===== config.mk =====
export PLATFORM = sky130hd
export DESIGN_NAME = cocc_channel_config
export DESIGN_NICKNAME = d
export VERILOG_FILES = /design/src/cocc_channel_config.v
export VERILOG_INCLUDE_DIRS = /design/src
export SDC_FILE = /design/constraint.sdc
export NUM_CORES = 1
export LEC_CHECK = 0
export BUFFER_PORTS_ARGS = -buffer_cell sky130_fd_sc_hd__buf_2
export CAP_MARGIN = 10
export CORE_ASPECT_RATIO = 0.6
export CORE_MARGIN = 4
export CORE_UTILIZATION = 47
export CTS_CLUSTER_SIZE = 24
export DETAILED_ROUTE_END_ITERATION = 7
export GPL_TIMING_DRIVEN = 0
export PLACE_DENSITY = 0.69
export SYNTH_ARGS = -nofsm -noshare
export SYNTH_HDL_FRONTEND = slang
export SYNTH_SLANG_ARGS = --single-unit

===== constraint.sdc =====
create_clock -name clk -period 3.6 [get_ports clk]
set_input_delay 0.18 -clock clk [delete_from_list [all_inputs] [get_ports clk]]
set_output_delay 0.18 -clock clk [all_outputs]
set_load 0.05 [all_outputs]

===== src/cocc_regs.vh =====
/*
 Register addresses, field positions, reset values and path timing for the
 clock output channel configuration block. Assumes inclusion by bare name.
*/
`ifndef COCC_REGS_VH
`define COCC_REGS_VH

`define COCC_WORD_W 32
`define COCC_ADDR_W 4
`define COCC_ADDR_MSB 3
`define COCC_NUM_CH 8
`define COCC_ADDR_SWING 4'h9
`define COCC_ADDR_LDP 4'hb
`define COCC_ADDR_TUNE 4'h8
`define COCC_RESET_BIT 31
`define COCC_MUX_MSB 18
`define COCC_MUX_LSB 17
`define COCC_EN_BIT 16
`define COCC_DIV_MSB 15
`define COCC_DIV_LSB 8
`define COCC_DLY_MSB 7
`define COCC_DLY_LSB 4
`define COCC_BOOST_BIT 16
`define COCC_LDP_BIT 15
`define COCC_MUX_RST 2'h0
`define COCC_DIV_RST 8'h01
`define COCC_DLY_RST 4'h0
`define COCC_MUX_BYPASS 2'h0
`define COCC_MUX_DIV 2'h1
`define COCC_MUX_DLY 2'h2
`define COCC_MUX_DIVDLY 2'h3
`define COCC_LAT_DIV_PS 16'h0064
`define COCC_LAT_DLY_PS 16'h0190
`define COCC_LAT_DIVDLY_PS 16'h01f4
`define COCC_DLY_STEP_PS 16'h0096
`define COCC_LDP_FACTOR 3'h4

`endif


===== src/cocc_channel_config.v =====
/*
 Configuration logic for eight clock output channels: a three-wire serial
 write port, per-channel words, swing boost and lock-detect prescale bits.
 Assumes the serial pins and global enable pin are synchronous to clk and
 that the host keeps its own programming order.
*/
// Overview of operation
// - Eight channel words, word k controls channel k
// - Reset bit restores defaults, discards that write
// - Path select: bypass, divided, delayed, both
// - Path latency 100, 400, 500 ps extra
// - Divider active only in divided modes
// - Divide code gives twice value, 2 to 510
// - Total divide is VCO divide times channel
// - Delay active only in delayed modes
// - Delay 150 ps per code step
// - Output needs enable bit, global bit, pin
// - Power-on: bypassed, disabled, divide 1, delay 0
// - Swing boost defaults zero, raises all outputs
// - 32-bit word, low 4 bits address
// - MSB first shift, load strobe rising commits
// - Prescale divides lock detect frequency by 4
`include "cocc_regs.vh"

module cocc_channel_config #(
  parameter NUM_CH = `COCC_NUM_CH,
  parameter VCO_DIV_W = 4
)(
  // Clock and reset
  input wire clk,
  input wire resetn,
  // Serial write port
  input wire serial_shift_clock,
  input wire serial_data,
  input wire load_strobe,
  // Global gating
  input wire global_enable_pin,
  input wire all_outputs_enable,
  // Shared VCO divide value
  input wire [VCO_DIV_W-1:0] vco_divide_value,
  // Per-channel state
  output reg [NUM_CH-1:0] channel_active,
  output reg [NUM_CH-1:0] divider_in_path,
  output reg [NUM_CH-1:0] delay_in_path,
  output reg [NUM_CH*2-1:0] path_select,
  output reg [NUM_CH*9-1:0] channel_divide_ratio,
  output reg [NUM_CH*(VCO_DIV_W+9)-1:0] total_divide_ratio,
  output reg [NUM_CH*16-1:0] path_latency_ps,
  output reg [NUM_CH-1:0] divide_code_invalid,
  // Shared output controls
  output reg swing_boost,
  output reg lock_detect_prescale,
  output reg [2:0] lock_detect_divide,
  output reg tuning_word_written
);

  localparam TW = VCO_DIV_W + 9;

  reg [`COCC_WORD_W-1:0] shift_q;
  reg sck_prev_q;
  reg le_prev_q;
  reg [NUM_CH*2-1:0] mux_q;
  reg [NUM_CH-1:0] en_q;
  reg [NUM_CH*8-1:0] div_q;
  reg [NUM_CH*4-1:0] dly_q;
  reg boost_q;
  reg ldp_q;
  reg tune_q;
  // Next values of the stored bits
  reg [`COCC_WORD_W-1:0] shift_d;
  reg boost_d;
  reg ldp_d;
  reg tune_d;
  // Next values of the shared outputs
  reg swing_d;
  reg prescale_d;
  reg [2:0] ld_div_d;
  reg tuned_d;

  wire sck_rise = serial_shift_clock & ~sck_prev_q;
  wire commit = load_strobe & ~le_prev_q;
  wire [`COCC_ADDR_W-1:0] waddr = shift_q[`COCC_ADDR_MSB:0];
  wire soft_reset = commit && (waddr == {`COCC_ADDR_W{1'b0}}) && shift_q[`COCC_RESET_BIT];

  // Mode decode used for both path stages
  function has_div;
    input [1:0] m;
    begin
      has_div = (m == `COCC_MUX_DIV) || (m == `COCC_MUX_DIVDLY);
    end
  endfunction

  function has_dly;
    input [1:0] m;
    begin
      has_dly = (m == `COCC_MUX_DLY) || (m == `COCC_MUX_DIVDLY);
    end
  endfunction

  function [15:0] fixed_lat;
    input [1:0] m;
    begin
      case (m)
        `COCC_MUX_DIV: fixed_lat = `COCC_LAT_DIV_PS;
        `COCC_MUX_DLY: fixed_lat = `COCC_LAT_DLY_PS;
        `COCC_MUX_DIVDLY: fixed_lat = `COCC_LAT_DIVDLY_PS;
        default: fixed_lat = 16'h0000;
      endcase
    end
  endfunction

  // Address match, shared by every write decode but the soft reset check
  function addr_hit;
    input [`COCC_ADDR_W-1:0] a;
    input [`COCC_ADDR_W-1:0] b;
    begin
      addr_hit = (a == b);
    end
  endfunction

  // Bits move only on a serial clock rise with the strobe low
  always @*
  begin
    shift_d = shift_q;
    if (sck_rise && !load_strobe)
    begin
      shift_d = {shift_q[`COCC_WORD_W-2:0], serial_data};
    end
  end

  // Strobe history resets to its idle high level, so release is no commit
  always @(posedge clk or negedge resetn)
  begin
    if (!resetn)
    begin
      shift_q <= {`COCC_WORD_W{1'b0}};
      sck_prev_q <= 1'b0;
      le_prev_q <= 1'b1;
    end
    else
    begin
      shift_q <= shift_d;
      sck_prev_q <= serial_shift_clock;
      le_prev_q <= load_strobe;
    end
  end

  // Shared bits change only on the strobe edge
  always @*
  begin
    boost_d = boost_q;
    ldp_d = ldp_q;
    tune_d = tune_q;
    if (soft_reset)
    begin
      boost_d = 1'b0;
      ldp_d = 1'b0;
      tune_d = 1'b0;
    end
    else if (commit)
    begin
      if (addr_hit(waddr, `COCC_ADDR_SWING))
      begin
        boost_d = shift_q[`COCC_BOOST_BIT];
      end
      if (addr_hit(waddr, `COCC_ADDR_LDP))
      begin
        ldp_d = shift_q[`COCC_LDP_BIT];
      end
      if (addr_hit(waddr, `COCC_ADDR_TUNE))
      begin
        tune_d = 1'b1;
      end
    end
  end

  // Stored shared bits
  always @(posedge clk or negedge resetn)
  begin
    if (!resetn)
    begin
      boost_q <= 1'b0;
      ldp_q <= 1'b0;
      tune_q <= 1'b0;
    end
    else
    begin
      boost_q <= boost_d;
      ldp_q <= ldp_d;
      tune_q <= tune_d;
    end
  end

  genvar k;
  generate
    for (k = 0; k < NUM_CH; k = k + 1)
    begin : g_ch
      localparam [`COCC_ADDR_W-1:0] ADDR_K = k;
      wire [1:0] m = mux_q[2*k+1:2*k];
      wire [7:0] dv = div_q[8*k+7:8*k];
      wire [3:0] dl = dly_q[4*k+3:4*k];
      wire [8:0] ratio = {dv, 1'b0};
      wire [15:0] step = {12'h000, dl} * `COCC_DLY_STEP_PS;
      // Product width equals the output field, so no bit is lost
      wire [TW-1:0] total_div = vco_divide_value * ratio;
      wire [TW-1:0] total_byp = {{(TW-VCO_DIV_W){1'b0}}, vco_divide_value};
      // Next values of this channel's stored fields
      reg [1:0] mux_d;
      reg en_d;
      reg [7:0] div_d;
      reg [3:0] dly_d;
      // Next values of this channel's outputs
      reg active_d;
      reg div_path_d;
      reg dly_path_d;
      reg [1:0] psel_d;
      reg [8:0] ratio_d;
      reg [TW-1:0] total_d;
      reg [15:0] lat_d;
      reg invalid_d;

      // Word k belongs to channel k alone
      always @*
      begin
        mux_d = mux_q[2*k+1:2*k];
        en_d = en_q[k];
        div_d = div_q[8*k+7:8*k];
        dly_d = dly_q[4*k+3:4*k];
        if (soft_reset)
        begin
          // Rest of the reset write is dropped; reset bit is never stored
          mux_d = `COCC_MUX_RST;
          en_d = 1'b0;
          div_d = `COCC_DIV_RST;
          dly_d = `COCC_DLY_RST;
        end
        else if (commit && addr_hit(waddr, ADDR_K))
        begin
          mux_d = shift_q[`COCC_MUX_MSB:`COCC_MUX_LSB];
          en_d = shift_q[`COCC_EN_BIT];
          div_d = shift_q[`COCC_DIV_MSB:`COCC_DIV_LSB];
          dly_d = shift_q[`COCC_DLY_MSB:`COCC_DLY_LSB];
        end
      end

      // Soft reset reaches every channel through the next-value logic
      always @(posedge clk or negedge resetn)
      begin
        if (!resetn)
        begin
          mux_q[2*k+1:2*k] <= `COCC_MUX_RST;
          en_q[k] <= 1'b0;
          div_q[8*k+7:8*k] <= `COCC_DIV_RST;
          dly_q[4*k+3:4*k] <= `COCC_DLY_RST;
        end
        else
        begin
          mux_q[2*k+1:2*k] <= mux_d;
          en_q[k] <= en_d;
          div_q[8*k+7:8*k] <= div_d;
          dly_q[4*k+3:4*k] <= dly_d;
        end
      end

      // Bypassed divider passes the clock through, a ratio of one
      always @*
      begin
        active_d = en_q[k] & all_outputs_enable & global_enable_pin;
        div_path_d = has_div(m);
        dly_path_d = has_dly(m);
        psel_d = m;
        ratio_d = has_div(m) ? ratio : 9'h001;
        total_d = has_div(m) ? total_div : total_byp;
        lat_d = fixed_lat(m) + (has_dly(m) ? step : 16'h0000);
        invalid_d = (dv == 8'h00);
      end

      // Each output is a flip-flop, one edge behind its stored field
      always @(posedge clk or negedge resetn)
      begin
        if (!resetn)
        begin
          channel_active[k] <= 1'b0;
          divider_in_path[k] <= 1'b0;
          delay_in_path[k] <= 1'b0;
          path_select[2*k+1:2*k] <= `COCC_MUX_RST;
          channel_divide_ratio[9*k+8:9*k] <= 9'h001;
          total_divide_ratio[TW*k+TW-1:TW*k] <= {TW{1'b0}};
          path_latency_ps[16*k+15:16*k] <= 16'h0000;
          divide_code_invalid[k] <= 1'b0;
        end
        else
        begin
          channel_active[k] <= active_d;
          divider_in_path[k] <= div_path_d;
          delay_in_path[k] <= dly_path_d;
          path_select[2*k+1:2*k] <= psel_d;
          channel_divide_ratio[9*k+8:9*k] <= ratio_d;
          total_divide_ratio[TW*k+TW-1:TW*k] <= total_d;
          path_latency_ps[16*k+15:16*k] <= lat_d;
          divide_code_invalid[k] <= invalid_d;
        end
      end
    end
  endgenerate

  // Prescale choice decoded beside the stored bit
  always @*
  begin
    swing_d = boost_q;
    prescale_d = ldp_q;
    tuned_d = tune_q;
    if (ldp_q)
    begin
      ld_div_d = `COCC_LDP_FACTOR;
    end
    else
    begin
      ld_div_d = 3'h1;
    end
  end

  always @(posedge clk or negedge resetn)
  begin
    if (!resetn)
    begin
      swing_boost <= 1'b0;
      lock_detect_prescale <= 1'b0;
      lock_detect_divide <= 3'h1;
      tuning_word_written <= 1'b0;
    end
    else
    begin
      swing_boost <= swing_d;
      lock_detect_prescale <= prescale_d;
      lock_detect_divide <= ld_div_d;
      tuning_word_written <= tuned_d;
    end
  end

endmodule


## Yosys cells after proc, flatten, opt, wreduce, memory -nomap -nowiden

Cells that the tools add are included.

- Flip-flop bits (word level): 515
- Logic and storage cells: 341
- Output and inout port bits: 358

- Bitwise logic cells: 20
- Equality and inequality tests: 34
- Muxes and demuxes: 106
- Reduce and logical (&&, ||, !) cells: 51
- $mul: 16
- Add/sub/neg operators: 8

Operators by type and width:

| kind | number |
|---|---|
| one-hot mux 9 bit (3 select lines) | 8 |
| adder 16 x 12 -> 16 bit | 8 |
| 2-to-1 mux 8 bit | 16 |
| 2-to-1 mux 13 bit | 8 |
| multiplier 4 x 8 -> 12 bit | 8 |
| 2-to-1 mux 12 bit | 8 |
| multiplier 4 x 7 -> 11 bit (second input constant) | 8 |
| 2-to-1 mux 9 bit | 8 |
| zero test 8 bit | 8 |
| 2-to-1 mux 4 bit | 16 |
| == test 2 bit (second input constant) | 16 |
| 2-to-1 mux 2 bit | 16 |
| 2-to-1 mux 1 bit | 25 |
| nonzero test 2 bit | 12 |
| AND 1 bit | 18 |
| == test 2 x 1 -> 1 bit (second input constant) | 8 |
| == test 4 x 3 -> 1 bit (second input constant) | 4 |
| logical OR 1 bit | 16 |
| == test 4 bit (second input constant) | 3 |
| logical AND 1 bit | 10 |
| == test 4 x 2 -> 1 bit (second input constant) | 2 |
| AND reduction 2 bit | 3 |
| == test 4 x 1 -> 1 bit (second input constant) | 1 |
| zero test 4 bit | 1 |
| other kinds (3) | 4 |

## Longest topological paths before layout

Gate-level depths: netlist of the first run.

- Word-level depth: 6
- Gate-level depth with buffers: 16

## Worst setup path after synthesis of the first run

No wires, ideal clock.

- Path kind: input to register
- Start: input port vco_divide_value[3]
- End: register total_divide_ratio[37]
- Required time: 3490 ps
- Slack: 66 ps
- Stages: 13
- Path buffers: 2
- Arrival: 3423 ps
- Cells stage by stage: clkbuf_1 -> clkbuf_1 -> nand2_1 -> fa_1 -> inv_1 -> fa_1 -> fa_1 -> a21o_1 -> a21oi_1 -> o21bai_1 -> a2111oi_2 -> o311ai_1 -> o41ai_1

- Cells in the longest elaborated chain, start to end: 2

RTL lines:

| element | line | source |
|---|---|---|
| start, declared | cocc_channel_config.v:40 | `input wire [VCO_DIV_W-1:0] vco_divide_value,` |
| multiplier 4 x 8 -> 12 bit | cocc_channel_config.v:205 | `wire [TW-1:0] total_div = vco_divide_value * ratio;` |
| 2-to-1 mux 13 bit | cocc_channel_config.v:273 | `total_d = has_div(m) ? total_div : total_byp;` |
| via g_ch[2].total_d[11] | cocc_channel_config.v:218 | `reg [TW-1:0] total_d;` |
| end signal, assigned by index | cocc_channel_config.v:288 | `total_divide_ratio[TW*k+TW-1:TW*k] <= {TW{1'b0}};` |
| end signal, assigned by index | cocc_channel_config.v:299 | `total_divide_ratio[TW*k+TW-1:TW*k] <= total_d;` |
| end, declared | cocc_channel_config.v:47 | `output reg [NUM_CH*(VCO_DIV_W+9)-1:0] total_divide_ratio,` |

The timed path passes the listed nets, and every way through them passes these cells.
A chain may end at the register's enable or synchronous reset.

## Worst setup path after layout of the first run

- Start: input port vco_divide_value[3]
- End: register total_divide_ratio[11]

- Cells in the longest elaborated chain, start to end: 2

RTL lines:

| element | line |
|---|---|
| multiplier 4 x 8 -> 12 bit | cocc_channel_config.v:205 |
| 2-to-1 mux 13 bit | cocc_channel_config.v:273 |
| via g_ch[0].total_d[11] | cocc_channel_config.v:218 |

The timed path passes the listed nets, and every way through them passes these cells.

==> impl_metrics.toml, run 1 <==
[layout]
drive_gt1_share_pct = 20.3
final_util_pct = 56.1
final_cell_area_sq_um = 34300
layout_commonest_cell = "dfrtp_1"
layout_common_cells = "dfrtp_1, nand2_1, buf_2"
fin_cells = 4227
area_delta_synth_final_pct = 17.6
layout.nets = 3760
num-fill-cells = 5386

[worst_hold_path]
hold_path.class = "input port to async pin"

[floorplan]
rows = 70
start_util_pct = 47.7
die_area_sq_um = 66300
die_y_microns = 201
die-width_microns = 330
pin_count = 369
coreArea_sq_um = 61200

[timing]
max_clock_freq_mhz = 286
worst_pin_slew_ps = 1060
finalSetupTns_ps = 0
fin_worst_skew_ps = 26.2
relSlewSlack_pct = 29.2
finalCriticalPeriod_ps = 3500
layout_setup_ws_ps = 98.4
timing.hold.ws_ps = 93.3
timing.final.crit_share_pct = 97.3
drv_slew = 0
setup-violations-final = 0
hold_violations = 0

[drt]
finalWirelength_mm = 79.6
ant_nets = 0
detail_route.wl_per_cell_microns = 18.8
drt-initial-drc-count = 1515
num_vias = 21900
dr.pass1.iters = 5
vias_per_cell = 5.18
drc_errors = 0

[clock_tree]
clk_latency_ps = 620
clk_pin_slew_ps = 70
cts_sinks = 481
clockBufferDepth = 3
cts_tree = "built"
root_buffer = "clkbuf_16"
numCtsBuffers = 48
htree_levels = 2

[global_route]
grt_antenna_before_repair = 3
grt_pass1_vias = 21400
grt_use_total_pct = 23.9
overflow = 0
grt_pass1_wl_mm = 124
grt_max_degree = 120

[worst_setup_path]
crit_required_ps = 4100
critical_path_class = "input port to flop"
crit_path_end_kind = "flop"
cp_max_fo = 11
critPathLaunchType = "input port"
cp_data_arrival_time_ps = 4000

[synthesis]
ys_async_sr_fraction_pct = 100
synthDistinctLibCells = 73
ys.flop_type = "dfrtp_1"
ys_seq_area_share_pct = 41.3
synth-edff-count = 0
syn_area_per_cell_sq_um = 10.0
syn_inst = 2912
synth-seq-cells = 481
yosys_warnings = 0
synth_area_sq_um = 29200

[power]
p_leak_nw = 18.6
ir_worst_vdd_mv = 0.314
p_per_area_nw_per_um2 = 412
power.total_mw = 14.1

[placed_design]
placedCellCount = 4107
dp_worst_setup_slack_ps = -933
port-buffer-count = 331
gp_congestion = 0.886
dp_hpwl_mm = 58.6
placed_cell_area_sq_um = 32100

[job]
maxCapViolCount = 0

[status]
status = "completed"
[synth_stat cells, types with 7 or more instances]
cell | instances | share of area (%)
a2111oi_2 | 7 | 0.36
a211oi_1 | 7 | 0.18
a21o_1 | 41 | 1.1
a21oi_1 | 191 | 3.3
and2_1 | 266 | 5.7
and3_1 | 23 | 0.49
and3b_1 | 11 | 0.33
buf_2 | 29 | 0.50
buf_4 | 35 | 0.90
clkbuf_1 | 106 | 1.4
dfrtp_1 | 463 | 40
dfstp_2 | 18 | 1.6
fa_1 | 104 | 7.1
ha_1 | 286 | 12
inv_1 | 234 | 3.0
mux2_2 | 47 | 1.8
mux2i_1 | 9 | 0.31
nand2_1 | 406 | 5.2
nand2b_1 | 15 | 0.32
nand3_1 | 32 | 0.55
nand4b_1 | 7 | 0.21
nor2_1 | 106 | 1.4
nor2b_1 | 35 | 0.75
nor3_1 | 25 | 0.43
nor3b_2 | 9 | 0.39
nor4_1 | 13 | 0.28
o211a_1 | 7 | 0.24
o21a_1 | 16 | 0.41
o21ai_0 | 68 | 1.2
o21ai_1 | 7 | 0.12
o21bai_1 | 18 | 0.46
o31ai_1 | 7 | 0.18
or2_2 | 7 | 0.15
or4_1 | 16 | 0.41
xnor2_1 | 76 | 2.3
xor2_1 | 45 | 1.4
[timing repair]
| item | 4_1_cts | 5_1_grt |
|---|---|---|
| gates resized for setup | 14 | 74 |
| endpoints found under the hold margin | 121 | 0 |
| setup endpoints to repair | 15 | 39 |
| gates cloned | 0 | 0 |
| buffers inserted | 4 | 19 |
| pin swaps | 8 | 22 |
| hold buffers | 7 | 0 |
[power by group]
part / internal, mW / switching, mW
combinational: 0.977 / 1.81
sequential: 5.71 / 0.320
clock: 2.99 / 2.32
[cell families (layout without fill, tap and decap cells)]
| group | Yosys count | in the layout | share of synthesized area [%] |
|---|---|---|---|
| mux | 56 | 56 | 2.12 |
| simple gates | 1011 | 1011 | 17.8 |
| other cells | 1 | 34 | 0.0128 |
| fa+ha+maj | 390 | 390 | 19.4 |
| buf+inv | 411 | 865 | 5.90 |
| xor+xnor | 125 | 125 | 3.85 |
| flops | 481 | 481 | 41.3 |
| compound gates | 437 | 437 | 9.62 |
[sequential cells by signal, indices dropped and copies added, names as in the netlist, 16 cells and up]
| register | flops |
|---|---|
| channel_divide_ratio | 72 |
| g_ch.dl | 32 |
| g_ch.dv | 64 |
| g_ch.m | 16 |
| path_latency_ps | 96 |
| path_select | 16 |
| shift_q | 32 |
| total_divide_ratio | 104 |
[final timing paths]
path	startpoint	to	slack (ps)	depth (start not counted)
max	vco_divide_value[3]	total_divide_ratio[11]	100	13
max in group asynchronous	resetn	divider_in_path[2]	2040	4
min reg2reg	g_ch[7].m[1]	path_select[15]	370	0
min in group clk	vco_divide_value[0]	total_divide_ratio[0]	150	2
max reg2reg	g_ch[0].dv[0]	total_divide_ratio[11]	100	11
min	resetn	path_latency_ps[11]	90	2
[layout make-up]
| type | instances | area (sq um) | area share, % |
|---|---|---|---|
| inverters | 234 | 878 | 2.56 |
| clock buffers | 61 | 1320 | 3.85 |
| flip-flops and latches | 481 | 12100 | 35.2 |
| multi-input cells | 2052 | 15800 | 46.1 |
| clock inverters | 28 | 319 | 0.930 |
| plain buffers | 177 | 856 | 2.49 |
| diodes | 1 | 2.50 | 0.00729 |
| well taps | 828 | 1040 | 3.02 |
| repair buffers | 365 | 2020 | 5.88 |
[metal layers]
metal  global-route usage (%)  routed length (microns)  up-vias
met3                     6.17                     6940      105
met2                     34.1                    33100      668
met4                     5.61                     1610        0
li1                         -                        -    10500
met5                        0                        0        -
met1                     36.3                    38000    10700
[worst max-delay path, cell delays in order]
cell and delay [ps]:
clkbuf_1 450, clkbuf_2 460, nand2_1 150, fa_1 580, inv_1 70, fa_1 540
fa_2 420, a21o_1 180, a21oi_2 180, o21bai_1 110, a2111oi_2 410, o311ai_1 160
o41ai_1 100
No activity file was read; power rests on OpenSTA's default activity.
==> inputs of run 2 (changes only) <==
--- a/config.mk
+++ b/config.mk
@@ -14,7 +14,8 @@
 export CTS_CLUSTER_SIZE = 24
 export DETAILED_ROUTE_END_ITERATION = 7
 export GPL_TIMING_DRIVEN = 0
-export PLACE_DENSITY = 0.69
+export MAX_ROUTING_LAYER = met4
+export PLACE_DENSITY_LB_ADDON = 0.1
 export SYNTH_ARGS = -nofsm -noshare
 export SYNTH_HDL_FRONTEND = slang
 export SYNTH_SLANG_ARGS = --single-unit
==> constraint.sdc (replaced) <==
create_clock -name clk -period 2.92 [get_ports clk]
set_input_delay 0.146 -clock clk [delete_from_list [all_inputs] [get_ports clk]]
set_output_delay 0.146 -clock clk [all_outputs]
set_load 0.05 [all_outputs]
==> impl_metrics.toml, run 2 (synthesis results as in run 1) <==
[status]
status = "finished with violations"
violations = "negative setup slack"

[layout]
final_util_pct = 62.8
layout_common_cells = "dfrtp_1, nand2_1, buf_2"
area_delta_synth_final_pct = 31.7
drive_gt1_share_pct = 36.1
fin_cells = 4437
layout.nets = 3965
largest_reg_flops = 104
reg_top3 = "total_divide_ratio x104, path_latency_ps x96, channel_divide_ratio x72"
top_register = "total_divide_ratio"
layout_commonest_cell = "dfrtp_1"

[timing]
rsz0062_at_grt = "yes"
setup-violations-final = 71
finalCriticalPeriod_ps = 3310
relSlewSlack_pct = 29.7
hold_violations = 0
worst_pin_slew_ps = 1060
max_clock_freq_mhz = 302
drv_slew = 0
timing.hold.ws_ps = 141
fin_worst_skew_ps = 26.1
timing.final.crit_share_pct = 113
layout_setup_ws_ps = -393

[global_route]
grt_pass1_wl_mm = 136
grt_pass1_vias = 24300
grt_max_degree = 106
overflow = 0
grt_use_total_pct = 26.8
grt_antenna_before_repair = 6

[clock_tree]
clockBufferDepth = 3
root_buffer = "clkbuf_16"
clk_latency_ps = 610
clk_pin_slew_ps = 70
htree_levels = 2
cts_sinks = 481
numCtsBuffers = 48
cts_tree = "built"

[power]
power.total_mw = 18.5
ir_worst_vdd_mv = 0.451
p_leak_nw = 19.7
p_per_area_nw_per_um2 = 482

[worst_setup_path]
crit_top_cell = "inv_2"
reg2reg_from = "g_ch[6].dl[3]"
r2r-end = "path_latency_ps[107]"
reg2reg_depth = 16
cp_max_fo = 4
cp_cell_sequence = "ha_4 -> inv_2 -> fa_2 -> inv_2 -> ha_4 -> buf_6 -> a21o_1 -> a211oi_2 -> nor2_1 -> ha_1 -> inv_2 -> a2111oi_4 -> or2_4 -> o22ai_4 -> nor4_2 -> a211o_1"
critical_path_class = "flop to flop"
crit_required_ps = 3390
slowest_delay_ps = 450
startpoint = "g_ch[6].dl[3]"
cp_data_arrival_time_ps = 3780
crit_path_end_kind = "flop"
crit_path_top_delay_cell = "dfrtp_2"
critPathLaunchType = "flop"
regToRegSetupSlack_ps = -390
critPathCapture = "path_latency_ps[107]"

[placed_design]
gp_congestion = 0.873
port-buffer-count = 331
dp_hpwl_mm = 61.5
placedCellCount = 4107

[floorplan]
coreArea_sq_um = 61200
die_y_microns = 201
start_util_pct = 47.7
die_area_sq_um = 66300
rows = 70
die-width_microns = 330
pin_count = 369

[drt]
ant_nets = 0
detail_route.wl_per_cell_microns = 19.5
drc_errors = 0
finalWirelength_mm = 86.5
num_vias = 23200
vias_per_cell = 5.23
drt-initial-drc-count = 1503
dr.pass1.iters = 5

[job]
maxCapViolCount = 0

[worst_hold_path]
hold_path.class = "input port to async pin"
## run 2: area by class of cell
cell class | count | area [sq um]
inverter | 234 | 878
tap | 828 | 1040
buffer | 177 | 936
clock buffer | 68 | 1420
multi-input combinational | 2052 | 18100
fill | 5028 | 22800
clock inverter | 20 | 254
timing repair buffer | 570 | 3670
antenna | 7 | 17.5
sequential | 481 | 12100
## run 2: through the flow
stage	setup slack (ps)	setup TNS (ps)	instance area [sq um]
2_1_floorplan	-203	-2450	30200
3_3_place_gp	-8480	-3614350	32900
3_5_place_dp	-796	-31620	33000
4_1_cts	-441	-12730	37500
5_1_grt	-537	-20810	38400
6_report	-393	-11420	38400
## run 2: per-layer routing
layer / global-route usage (%) / part of all wire [%]
met1: 36.3 / 45
met2: 42.1 / 47
met3: 5.06 / 6.6
met4: 6.11 / 2.0
met5: - / 0
## run 2: worst max-delay path, delay by kind of cell, from the launching register on
kind                       cells  cell delay [ps]
AOI/OAI and AO/OA              5              860
adders and majority gates      4             1140
buffers and inverters          4              310
DFF                            1              450
and+or+nand+nor                3              420
## run 2: worst min path at each step
stage                     start  cells past startpoint                   to  slack [ps]
floorplan                resetn                      0              boost_q        -150
global placement    load_strobe                      1            le_prev_q         280
finish                   resetn                      2  path_latency_ps[37]         140
detailed placement       resetn                      1  path_latency_ps[37]         180
global route             resetn                      2  path_latency_ps[37]         200
CTS                      resetn                      2  path_latency_ps[37]         130
## run 2: power breakdown
group          total (mW)  internal [mW]  switching, mW
Combinational        4.47           1.81           2.66
Sequential           7.45           7.05          0.402
Clock                6.61           3.84           2.77
## run 2: timing repair
action / CTS / global route
hold buffers: 10 / 0
setup endpoints to repair: 83 / 96
gates resized for setup: 282 / 154
pin swaps: 202 / 186
setup buffers: 193 / 58
endpoints found under the hold margin: 100 / 0
